### src/rtl/at8t_pkg.sv
`default_nettype none
package at8t_pkg;
    localparam int CNT_W = 8;
    localparam int PRESCALE_W = 10;

    localparam logic [5:0] CTRL_ADDR = 6'h10;
    localparam logic [5:0] COUNTER_ADDR = 6'h11;
    localparam logic [5:0] COMPARE_ADDR = 6'h12;
    localparam logic [5:0] ASYNC_STATUS_ADDR = 6'h13;
    localparam logic [5:0] TIMER_FLAG_ADDR = 6'h14;
    localparam logic [5:0] TIMER_MASK_ADDR = 6'h39;

    localparam logic [7:0] CTRL_RESET = 8'h00;
    localparam logic [7:0] COUNTER_RESET = 8'h00;
    localparam logic [7:0] COMPARE_RESET = 8'h00;
    localparam logic [7:0] TIMER_MASK_RESET = 8'h00;
    localparam logic [7:0] TIMER_FLAG_RESET = 8'h00;

    localparam logic [7:0] BOTTOM = 8'h00;
    localparam logic [7:0] MAX = 8'hFF;

    localparam int FLAG_COMPARE_BIT = 7;
    localparam int FLAG_OVERFLOW_BIT = 6;
    localparam int ASYNC_SELECT_BIT = 3;
    localparam int ASYNC_COUNTER_BUSY_BIT = 2;
    localparam int ASYNC_COMPARE_BUSY_BIT = 1;

    localparam logic [1:0] MODE_NORMAL = 2'h0;
    localparam logic [1:0] MODE_PHASE_PWM = 2'h1;
    localparam logic [1:0] MODE_CLEAR_ON_MATCH = 2'h2;
    localparam logic [1:0] MODE_FAST_PWM = 2'h3;

    localparam logic [1:0] OUT_OFF = 2'h0;
    localparam logic [1:0] OUT_TOGGLE = 2'h1;
    localparam logic [1:0] OUT_CLEAR = 2'h2;
    localparam logic [1:0] OUT_SET = 2'h3;

    localparam logic [2:0] CLK_STOPPED = 3'h0;
    localparam logic [2:0] CLK_DIRECT = 3'h1;

    // Index is the clock select code; divisors 1,8,32,64,128,256,1024
    localparam logic [PRESCALE_W-1:0] PRESCALE_MASK [8] = '{
        10'h000, 10'h000, 10'h007, 10'h01F, 10'h03F, 10'h07F, 10'h0FF, 10'h3FF
    };

    typedef struct packed {
        logic forceCompare;
        logic [1:0] outMode;
        logic [1:0] waveMode;
        logic [2:0] clockSelect;
    } at8t_ctrl_t;
endpackage : at8t_pkg
`default_nettype wire

### src/rtl/at8t_timer.sv
// What this block does
// - Counter and compare registers are eight bits
// - Requests flagged in flag register, individually masked
// - Clocked via prescaler or from oscillator pins
// - Clock select picks source for up/down counting
// - No clock selected keeps counter holding value
// - Compare buffered value with counter every tick
// - Match drives PWM or frequency output pin
// - Match sets compare flag; masked flag raises request
// - Zero is the bottom of the range
// - All ones is the maximum of range
// - Top is maximum or compare value per mode
// - After reset timer takes io clock but stays stopped (no clock selected)
// - Async select bit takes clock from oscillator
// - Async operation governed by own status register
// - Counter counts both upward and downward
`default_nettype none
module at8t_timer (
    input wire logic mclk,
    input wire logic reset_n,
    input wire logic [5:0] ioAddr,
    input wire logic [7:0] ioWriteData,
    input wire logic ioWrite,
    input wire logic ioRead,
    output logic [7:0] ioReadData,
    input wire logic oscPinIn,
    output logic oscPinOut,
    output logic compareOutputPin,
    output logic compareOutputDrive,
    output logic irqCompare,
    output logic irqOverflow
);
    import at8t_pkg::*;

    at8t_ctrl_t ctrl;
    logic [CNT_W-1:0] counterValue;
    logic [CNT_W-1:0] compareValue;
    logic [CNT_W-1:0] activeCompare;
    logic [CNT_W-1:0] counterPend;
    logic [CNT_W-1:0] comparePend;
    logic counterBusy;
    logic compareBusy;
    logic asyncClockSelect;
    logic [7:0] timerMaskReg;
    logic [7:0] timerFlagReg;
    logic [PRESCALE_W-1:0] prescale;
    logic oscMeta;
    logic oscSync;
    logic oscPrev;
    logic countDown;

    logic oscEdge;
    logic srcTick;
    logic timerTick;
    logic match;
    logic overflowEvent;
    logic atMax;
    logic pwmMode;
    logic [CNT_W-1:0] next_counter;
    logic next_countDown;
    logic wrCtrl;
    logic wrCounter;
    logic wrCompare;
    logic wrAsync;
    logic wrFlag;
    logic wrMask;
    logic counterLoad;
    logic compareLoad;

    assign wrCtrl = ioWrite && ioAddr == CTRL_ADDR;
    assign wrCounter = ioWrite && ioAddr == COUNTER_ADDR;
    assign wrCompare = ioWrite && ioAddr == COMPARE_ADDR;
    assign wrAsync = ioWrite && ioAddr == ASYNC_STATUS_ADDR;
    assign wrFlag = ioWrite && ioAddr == TIMER_FLAG_ADDR;
    assign wrMask = ioWrite && ioAddr == TIMER_MASK_ADDR;

    // Only oscSync and oscPrev feed the edge detector; oscMeta stays private
    always_ff @(posedge mclk or negedge reset_n)
    begin
        if (!reset_n)
        begin
            oscMeta <= 1'b0;
            oscSync <= 1'b0;
            oscPrev <= 1'b0;
            oscPinOut <= 1'b1;
        end
        else
        begin
            oscMeta <= oscPinIn;
            oscSync <= oscMeta;
            oscPrev <= oscSync;
            oscPinOut <= ~oscSync;
        end
    end

    assign oscEdge = oscSync && !oscPrev;
    assign srcTick = asyncClockSelect ? oscEdge : 1'b1;

    always_ff @(posedge mclk or negedge reset_n)
    begin
        if (!reset_n)
            prescale <= '0;
        else if (srcTick)
            prescale <= prescale + 1'b1;
    end

    always_comb
    begin
        unique case (ctrl.clockSelect)
            CLK_STOPPED: timerTick = 1'b0;
            CLK_DIRECT: timerTick = srcTick;
            default: timerTick = srcTick && (prescale & PRESCALE_MASK[ctrl.clockSelect])
                == PRESCALE_MASK[ctrl.clockSelect];
        endcase
    end

    assign pwmMode = ctrl.waveMode == MODE_PHASE_PWM || ctrl.waveMode == MODE_FAST_PWM;
    assign atMax = counterValue == MAX;
    assign match = timerTick && counterValue == activeCompare;

    always_comb
    begin
        next_counter = counterValue + 1'b1;
        next_countDown = 1'b0;
        overflowEvent = timerTick && atMax;
        unique case (ctrl.waveMode)
            MODE_CLEAR_ON_MATCH:
            begin
                if (counterValue == activeCompare)
                    next_counter = BOTTOM;
            end
            MODE_PHASE_PWM:
            begin
                overflowEvent = timerTick && counterValue == BOTTOM;
                next_countDown = countDown;
                if (!countDown && atMax)
                begin
                    next_counter = MAX - 1'b1;
                    next_countDown = 1'b1;
                end
                else if (countDown && counterValue == BOTTOM)
                begin
                    next_counter = BOTTOM + 1'b1;
                    next_countDown = 1'b0;
                end
                else if (countDown)
                    next_counter = counterValue - 1'b1;
            end
            default:
            begin
                next_counter = counterValue + 1'b1;
            end
        endcase
    end

    // Async writes wait for an oscillator edge so the counter never sees a torn value
    assign counterLoad = asyncClockSelect ? (counterBusy && oscEdge) : wrCounter;
    assign compareLoad = asyncClockSelect ? (compareBusy && oscEdge) : wrCompare;

    always_ff @(posedge mclk or negedge reset_n)
    begin
        if (!reset_n)
        begin
            counterPend <= COUNTER_RESET;
            comparePend <= COMPARE_RESET;
            counterBusy <= 1'b0;
            compareBusy <= 1'b0;
        end
        else
        begin
            if (wrCounter)
                counterPend <= ioWriteData;
            if (wrCompare)
                comparePend <= ioWriteData;
            if (wrCounter && asyncClockSelect)
                counterBusy <= 1'b1;
            else if (counterLoad || !asyncClockSelect)
                counterBusy <= 1'b0;
            if (wrCompare && asyncClockSelect)
                compareBusy <= 1'b1;
            else if (compareLoad || !asyncClockSelect)
                compareBusy <= 1'b0;
        end
    end

    always_ff @(posedge mclk or negedge reset_n)
    begin
        if (!reset_n)
        begin
            counterValue <= COUNTER_RESET;
            countDown <= 1'b0;
        end
        else if (counterLoad)
            counterValue <= asyncClockSelect ? counterPend : ioWriteData;
        else if (timerTick)
        begin
            counterValue <= next_counter;
            countDown <= next_countDown;
        end
        else if (!pwmMode)
            countDown <= 1'b0;
    end

    always_ff @(posedge mclk or negedge reset_n)
    begin
        if (!reset_n)
            compareValue <= COMPARE_RESET;
        else if (compareLoad)
            compareValue <= asyncClockSelect ? comparePend : ioWriteData;
    end

    // PWM modes defer the load to top so one period never sees two thresholds
    always_ff @(posedge mclk or negedge reset_n)
    begin
        if (!reset_n)
            activeCompare <= COMPARE_RESET;
        else if (!pwmMode || (timerTick && atMax))
            activeCompare <= compareValue;
    end

    always_ff @(posedge mclk or negedge reset_n)
    begin
        if (!reset_n)
        begin
            ctrl <= CTRL_RESET;
            asyncClockSelect <= 1'b0;
            timerMaskReg <= TIMER_MASK_RESET;
        end
        else
        begin
            if (wrCtrl)
                ctrl <= ioWriteData;
            else
                ctrl.forceCompare <= 1'b0;
            if (wrAsync)
                asyncClockSelect <= ioWriteData[ASYNC_SELECT_BIT];
            if (wrMask)
                timerMaskReg <= ioWriteData;
        end
    end

    // Setting beats a write-one clear in the same cycle
    always_ff @(posedge mclk or negedge reset_n)
    begin
        if (!reset_n)
            timerFlagReg <= TIMER_FLAG_RESET;
        else
        begin
            for (int i = 0; i < 8; i++)
            begin
                if (wrFlag && ioWriteData[i])
                    timerFlagReg[i] <= 1'b0;
            end
            if (match)
                timerFlagReg[FLAG_COMPARE_BIT] <= 1'b1;
            if (overflowEvent)
                timerFlagReg[FLAG_OVERFLOW_BIT] <= 1'b1;
        end
    end

    always_ff @(posedge mclk or negedge reset_n)
    begin
        if (!reset_n)
        begin
            irqCompare <= 1'b0;
            irqOverflow <= 1'b0;
        end
        else
        begin
            irqCompare <= timerFlagReg[FLAG_COMPARE_BIT]
                && timerMaskReg[FLAG_COMPARE_BIT];
            irqOverflow <= timerFlagReg[FLAG_OVERFLOW_BIT]
                && timerMaskReg[FLAG_OVERFLOW_BIT];
        end
    end

    always_ff @(posedge mclk or negedge reset_n)
    begin
        if (!reset_n)
        begin
            compareOutputPin <= 1'b0;
            compareOutputDrive <= 1'b0;
        end
        else
        begin
            compareOutputDrive <= ctrl.outMode != OUT_OFF;
            if (!pwmMode && (match || ctrl.forceCompare))
            begin
                unique case (ctrl.outMode)
                    OUT_TOGGLE: compareOutputPin <= ~compareOutputPin;
                    OUT_CLEAR: compareOutputPin <= 1'b0;
                    OUT_SET: compareOutputPin <= 1'b1;
                    OUT_OFF: compareOutputPin <= compareOutputPin;
                endcase
            end
            else if (ctrl.waveMode == MODE_FAST_PWM && ctrl.outMode[1])
            begin
                if (match)
                    compareOutputPin <= ctrl.outMode == OUT_SET;
                else if (timerTick && atMax)
                    compareOutputPin <= ctrl.outMode == OUT_CLEAR;
            end
            else if (ctrl.waveMode == MODE_PHASE_PWM && ctrl.outMode[1] && match)
                compareOutputPin <= (ctrl.outMode == OUT_SET) ^ countDown;
        end
    end

    always_ff @(posedge mclk or negedge reset_n)
    begin
        if (!reset_n)
            ioReadData <= 8'h00;
        else if (ioRead)
        begin
            unique case (ioAddr)
                CTRL_ADDR: ioReadData <= {1'b0, ctrl[6:0]};
                COUNTER_ADDR: ioReadData <= counterValue;
                COMPARE_ADDR: ioReadData <= compareValue;
                ASYNC_STATUS_ADDR: ioReadData <= {4'h0, asyncClockSelect, counterBusy,
                    compareBusy, 1'b0};
                TIMER_FLAG_ADDR: ioReadData <= timerFlagReg;
                TIMER_MASK_ADDR: ioReadData <= timerMaskReg;
                default: ioReadData <= 8'h00;
            endcase
        end
    end
endmodule : at8t_timer
`default_nettype wire

### config.mk
export PLATFORM = sky130hd
export DESIGN_NAME = at8t_timer
export DESIGN_NICKNAME = d
export VERILOG_FILES = /design/src/rtl/at8t_pkg.sv /design/src/rtl/at8t_timer.sv
export SDC_FILE = /design/constraint.sdc
export NUM_CORES = 1
export LEC_CHECK = 0
export CAP_MARGIN = 10
export CORE_AREA = 3 3 128 93
export CTS_CLUSTER_SIZE = 28
export DETAILED_ROUTE_END_ITERATION = 10
export DIE_AREA = 0 0 131 96
export DONT_BUFFER_PORTS = 1
export PLACE_DENSITY = 0.68
export REMOVE_ABC_BUFFERS = 1
export SYNTH_ARGS = -nofsm -noshare
export SYNTH_HDL_FRONTEND = slang
export SYNTH_SLANG_ARGS = --single-unit
### constraint.sdc
create_clock -name mclk -period 3.55 [get_ports mclk]
set_input_delay 0.1775 -clock mclk [delete_from_list [all_inputs] [get_ports mclk]]
set_output_delay 0.1775 -clock mclk [all_outputs]
set_load 0.02 [all_outputs]
==> Word level (Yosys, flattened, before mapping) <==
Memory sizes are Yosys's and may differ from the RTL's.
Index checks and enable logic that the tools add are counted.
{ "op_classes": {"n_mux": 37, "add_sub_neg": 3, "order_cmp": 1, "n_eq_ne": 20, "bitwise": 6, "reduce_logical": 46} }
{ "op_table": {"columns": ["operator", "n"], "rows": [
  ["two-way mux 8 bit", 8],
  ["one-hot mux 8 bit (6 select lines)", 1],
  ["== test 6 x 5 -> 1 bit (second input constant)", 5],
  ["logical AND 1 bit", 25],
  ["two-way mux 1 bit", 23],
  ["two-way mux 10 bit", 2],
  ["one-hot mux 8 bit (2 select lines)", 1],
  ["nonzero test 2 bit", 6],
  ["adder 10 x 1 -> 10 bit (second input constant)", 1],
  ["bitwise AND 10 bit", 1],
  ["== test 10 bit", 1],
  ["adder 8 x 1 -> 8 bit (second input constant)", 1],
  ["== test 2 bit (second input constant)", 4],
  ["== test 8 bit", 1],
  ["== test 8 bit (second input constant)", 1],
  ["logical NOT 8 bit", 1],
  ["!= test 4 bit (second input constant)", 2],
  ["subtractor 8 x 1 -> 8 bit (second input constant)", 1],
  ["== test 6 bit (second input constant)", 1],
  ["AND reduction 3 bit", 2],
  ["logical OR 1 bit", 5],
  ["== test 2 x 1 -> 1 bit (second input constant)", 2],
  [">= comparator 4 bit (second input constant)", 1],
  ["logical NOT 1 bit", 4],
  ["other kinds (10)", 13]
]} }
{ "word_totals": {"out_inout_bits": 13, "mem_bits_ro": 80, "register_bits": 88, "n_memories": 1, "inputBits": 19} }
{ "mem_list": {"columns": ["name", "words", "word_bits", "read_ports", "rd_ports_with_merged_regs", "wr", "line_no", "rtl"], "rows": [
  ["(name not given)", 8, 10, 1, 0, 0, "at8t_timer.sv:113", "== PRESCALE_MASK[ctrl.clockSelect];"]
]} }

==> Longest topological paths before layout <==
{ "logic_depth": {"ltp_word": 13, "depth_mapped": 8, "mapped_depth_nobuf": 7} }

==> Worst setup path after synthesis <==
Ideal clock, no wire load.
{ "synth_timing": {"path_kind": "register -> register", "from": "register ctrl[0] (netlist name)", "to": "register activeCompare[0]", "t_arrival_ns": 1.873, "path_slack_ns": 1.552, "period_less_slack_ns": 1.998, "path_stages_with_launch": 7, "setup_time_ns": 0.125, "t_required_ns": 3.425, "path_cell_list": "dfrtp_1 or3b_1 a21oi_2 o311ai_2 buf_6 o22ai_4 mux2_4"} }
{ "synth_between": {"elab_chain_cells": 10, "word_cells_on_any_way": 12, "cone_classes": "eq/ne (2); mux (3); bitwise (2); reduce/logical (4); memory (1)"} }
{ "synth_rtl": {"columns": ["item", "line_no", "rtl"], "rows": [
  ["start, declared", "at8t_timer.sv:35", "at8t_ctrl_t ctrl;"],
  ["start signal, assigned", "at8t_timer.sv:232", "ctrl <= ioWriteData;"],
  ["NOT 3 -> 4 bit (implied by the code)", "at8t_timer.sv:112, at8t_timer.sv:113", null],
  ["memory read (8 x 10 bit)", null, null],
  ["two-way mux 10 bit (implied by the code) (2 in a row)", "at8t_timer.sv:113", null],
  ["bitwise AND 10 bit", "at8t_timer.sv:112", "default: timerTick = srcTick && (prescale & PRESCALE_MASK[ctrl.clockSelect])"],
  ["== test 10 bit", "at8t_timer.sv:113", null],
  ["logical AND 1 bit", "at8t_timer.sv:112", null],
  ["one-hot mux 1 bit (2 select lines) *", "at8t_timer.sv:109", "unique case (ctrl.clockSelect)"],
  ["logical AND 1 bit *", "at8t_timer.sv:217", "else if (!pwmMode || (timerTick && atMax))"],
  ["logical OR 1 bit *", "at8t_timer.sv:217", null],
  ["end signal, assigned", "at8t_timer.sv:218", "activeCompare <= compareValue;"],
  ["end, declared", "at8t_timer.sv:38", "logic [CNT_W-1:0] activeCompare;"]
]} }
Mark *: on every way between the ends. The rest lies on a longest branch, timed or not. The select of a mux whose other input is x is not followed.
A chain may end at the register's enable or synchronous reset.

==> Worst setup path after layout <==
{ "layout_timing": {"from": "register ctrl[0] (netlist name)", "to": "register compareOutputPin"} }
{ "layout_between": {"elab_chain_cells": 13, "word_cells_on_any_way": 22, "cone_classes": "eq/ne (4); mux (6); bitwise (2); reduce/logical (9); memory (1)"} }
{ "layout_rtl": {"columns": ["item", "line_no", "rtl"], "rows": [
  ["NOT 3 -> 4 bit (implied by the code)", "at8t_timer.sv:112, at8t_timer.sv:113", null],
  ["memory read (8 x 10 bit)", null, null],
  ["two-way mux 10 bit (implied by the code) (2 in a row)", "at8t_timer.sv:113", null],
  ["bitwise AND 10 bit", "at8t_timer.sv:112", null],
  ["== test 10 bit", "at8t_timer.sv:113", null],
  ["logical AND 1 bit", "at8t_timer.sv:112", null],
  ["one-hot mux 1 bit (2 select lines) *", "at8t_timer.sv:109", null],
  ["logical AND 1 bit", "at8t_timer.sv:119", "assign match = timerTick && counterValue == activeCompare;"],
  ["logical OR 1 bit", "at8t_timer.sv:287", "if (!pwmMode && (match || ctrl.forceCompare))"],
  ["logical AND 1 bit", "at8t_timer.sv:287", null],
  ["!= test 4 bit (no line), or another cell as far along", null, null],
  ["AND reduction 3 bit (no line)", null, null],
  ["end signal, assigned", "at8t_timer.sv:290", "OUT_TOGGLE: compareOutputPin <= ~compareOutputPin;"],
  ["end signal, assigned", "at8t_timer.sv:293", "OUT_OFF: compareOutputPin <= compareOutputPin;"],
  ["end signal, assigned", "at8t_timer.sv:304", "compareOutputPin <= (ctrl.outMode == OUT_SET) ^ countDown;"],
  ["end, declared", "at8t_timer.sv:28", "output logic compareOutputPin,"]
]} }
Marked as above.

==> metrics.txt <==
status completed; # Post-CTS Setup Buffers 0; Synth Warn # 0; design area 5250 um2; RSZ-0062 raised after global routing false; r2r startpoint ctrl[0]; Setup Crit Path Kind reg2reg; endpoint class of the critical path flip-flop; initial antenna violation count 0; drt pass-1 iters 7; Worst Max-Slew Pin Slew 0.787 ns; Final Hold Fails 0; ys flop type dfrtp_1; GRT Util Overall 19.0%; Placed Instance Area 4830 um2; first-pass GRT wire length 18,600 um; share of cells above drive strength 1 14.8%; Synth Cell Area 4770 um2; clock transition at the registers of the reported paths 0.06 ns; fill cell count 970; post-DP HPWL 8070 um; Rel. slew slack 47.5%; Worst Skew 0.00605 ns; IO buf count 0; simple-gate area share of the yosys netlist 14.5%; register area share after synthesis 46.2%; htree depth 3; Post-Synth Adder-Cell Area 1.84%; class of the most critical hold timing path in2reg; Hold Startpoint ioWriteData[5]; largest net degree at the start of global routing 89; num rows 32; Post-synth EDFFs 0; die area 12,600 um2; post-synthesis mux area share 12.3%; Antenna Violating Nets Remaining 0; Mapped Avg Cell Area 10.4 um2; Slew Limit Fails 0; Ant. Diodes 0; endpoints failing setup 0; clock sinks 88; max cap viols 0; R2R Setup Slk 1.20 ns; nets@finish 480; cell family with most CP delay compound AO/OA/AOI/OAI gates; CP cell instances or3b_1, a21oi_2, o311a_1, nand4_1, a32o_1, mux2_1; Crit path buffers/inverters 0; Max Clk Rate 0.426 GHz; CTS Root Cell clkbuf_16; vias in the first global route 3,591; slowest stage cell, crit path o311a_1; total grt overflow 0; Boundary Pins 32; CP startpoint ctrl[0]; largest family of logic cells by synthesized area compound AO/OA/AOI/OAI gates; Max VDD drop 0.000336 V; minimum clock period 2.35 ns; worst hold slack 0.00587 ns; via/cell ratio 5.92; Final Cycle Share 66.1%; number of synthesized register bits 88; drt drc 0; Detailed Route Iter0 Violations 408; CTS buffer count 9; CP Data Required Time 3.76 ns; commonest non-fill, non-tap cell in the layout dfrtp_1; Netlist cell types 67; CTS tree yes; Synth Area in Compound Gates 17.0%; clock buffer depth 2; Pwr Density 632 nW/um2; Starting Density 44.0%; Die X 131 um; setup TNS 0 ns; CP max FO 11; Final Power 3320 uW; core area 10,900 um2; Routed wire per std cell 18.7 um; Worst setup SP type flip-flop; Cells after Synth 458; leakage 0.00223 uW; routability cong. 0.915; die height 96 um; Routed Wire Length 11,500 um; Vias 3,624; XOR/XNOR share of the synthesized area 4.04%; highest-count cells in the layout ignoring fill and taps 87 x dfrtp_1, 43 x a21oi_1, 37 x nor2_1; crit-path max cell delay 0.48 ns; clock insertion delay at the later pin of the skew report 0.33 ns; ys async rst share 100%; area grow syn2layout 10.2%; crit path DAT 2.56 ns
## sequential cells by signal (all words and copies together), names as in the netlist, 2 cells and up
| signal | cells |
|---|---|
| compareValue | 8 |
| counterValue | 8 |
| prescale | 10 |
| activeCompare | 8 |
| timerFlagReg | 2 |
| comparePend | 8 |
| counterPend | 8 |
| timerMaskReg | 8 |
| ioReadData | 8 |
| ctrl | 8 |
## logic make-up after synthesis
kind of cell,Yosys count
XOR/XNOR,22
multiplexers,50
AND/OR/NAND/NOR,130
buffers and inverters,41
AO/OA/AOI/OAI,120
adder cells (fa/ha/maj),7
flip-flops,88
## where the power goes
part           internal, uW  switching (uW)  leakage [uW]
Combinational           424             452      0.000991
Clock                   549             379      0.000137
Sequential             1200             314       0.00110
## metrics by stage
stage,std cells,util [%],setup WS [ns]
after floorplan,428,-,1.28
after global placement,585,44.6,1.24
after detailed placement,585,44.6,1.25
after CTS,612,48.4,1.23
after global routing,612,48.4,1.07
final,612,48.4,1.20
## per-layer routing
metal	track usage (%)	routed length [um]	up-vias	part of all wire (%)
li1	-	-	1658	-
met1	27.5	5240	1810	46
met2	28.2	5140	144	45
met3	5.32	988	12	8.6
met4	4.54	95	0	0.83
met5	0	0	-	0
## worst paths after layout
kind / cells past startpoint / end
max: 6 / compareOutputPin
min: 1 / ctrl[5]
max reg2reg: 6 / compareOutputPin
min reg2reg: 0 / oscSync
max in group asynchronous: 2 / oscPinOut
min in group asynchronous: 2 / ctrl[5]
## cell type report
cell class | instances | area (um2) | area share (%)
multi-input combinational | 329 | 2370 | 45.1
sequential | 88 | 2200 | 41.9
clock buffer | 12 | 236 | 4.50
tap | 153 | 191 | 3.64
timing repair buffer | 15 | 158 | 3.00
clock inverter | 4 | 55.1 | 1.05
inverter | 11 | 41.3 | 0.786
## synthesized netlist by cell type (all sizes together) (3+ instances only)
library cell	number	area [um2]
nand4	10	77.6
buf	15	100
clkbuf	15	56.3
a21oi	44	224
and3	5	31.3
o221ai	3	32.5
a31oi	5	31.3
xor2	14	123
or3	4	25.0
nor4	3	37.5
nor3b	3	22.5
a21boi	4	30.0
mux2i	5	50.1
nor2b	6	37.5
o22ai	11	88.8
ha	7	87.6
a221oi	5	43.8
nand2	29	111
nand3	12	60.1
a222oi	4	40.0
and2	5	31.3
mux2	45	537
nor2	37	139
nand2b	4	25.0
dfrtp	87	2180
and4	4	35.0
xnor2	8	70.1
o21ai	20	100
o211ai	3	22.5
inv	11	41.3
## what timing repair did
item | in CTS | in global routing
resized for setup | 0 | 0
endpoints found under the hold margin | 125 | 0
hold buffers | 11 | 0
(Power assumes the default switching activity.)
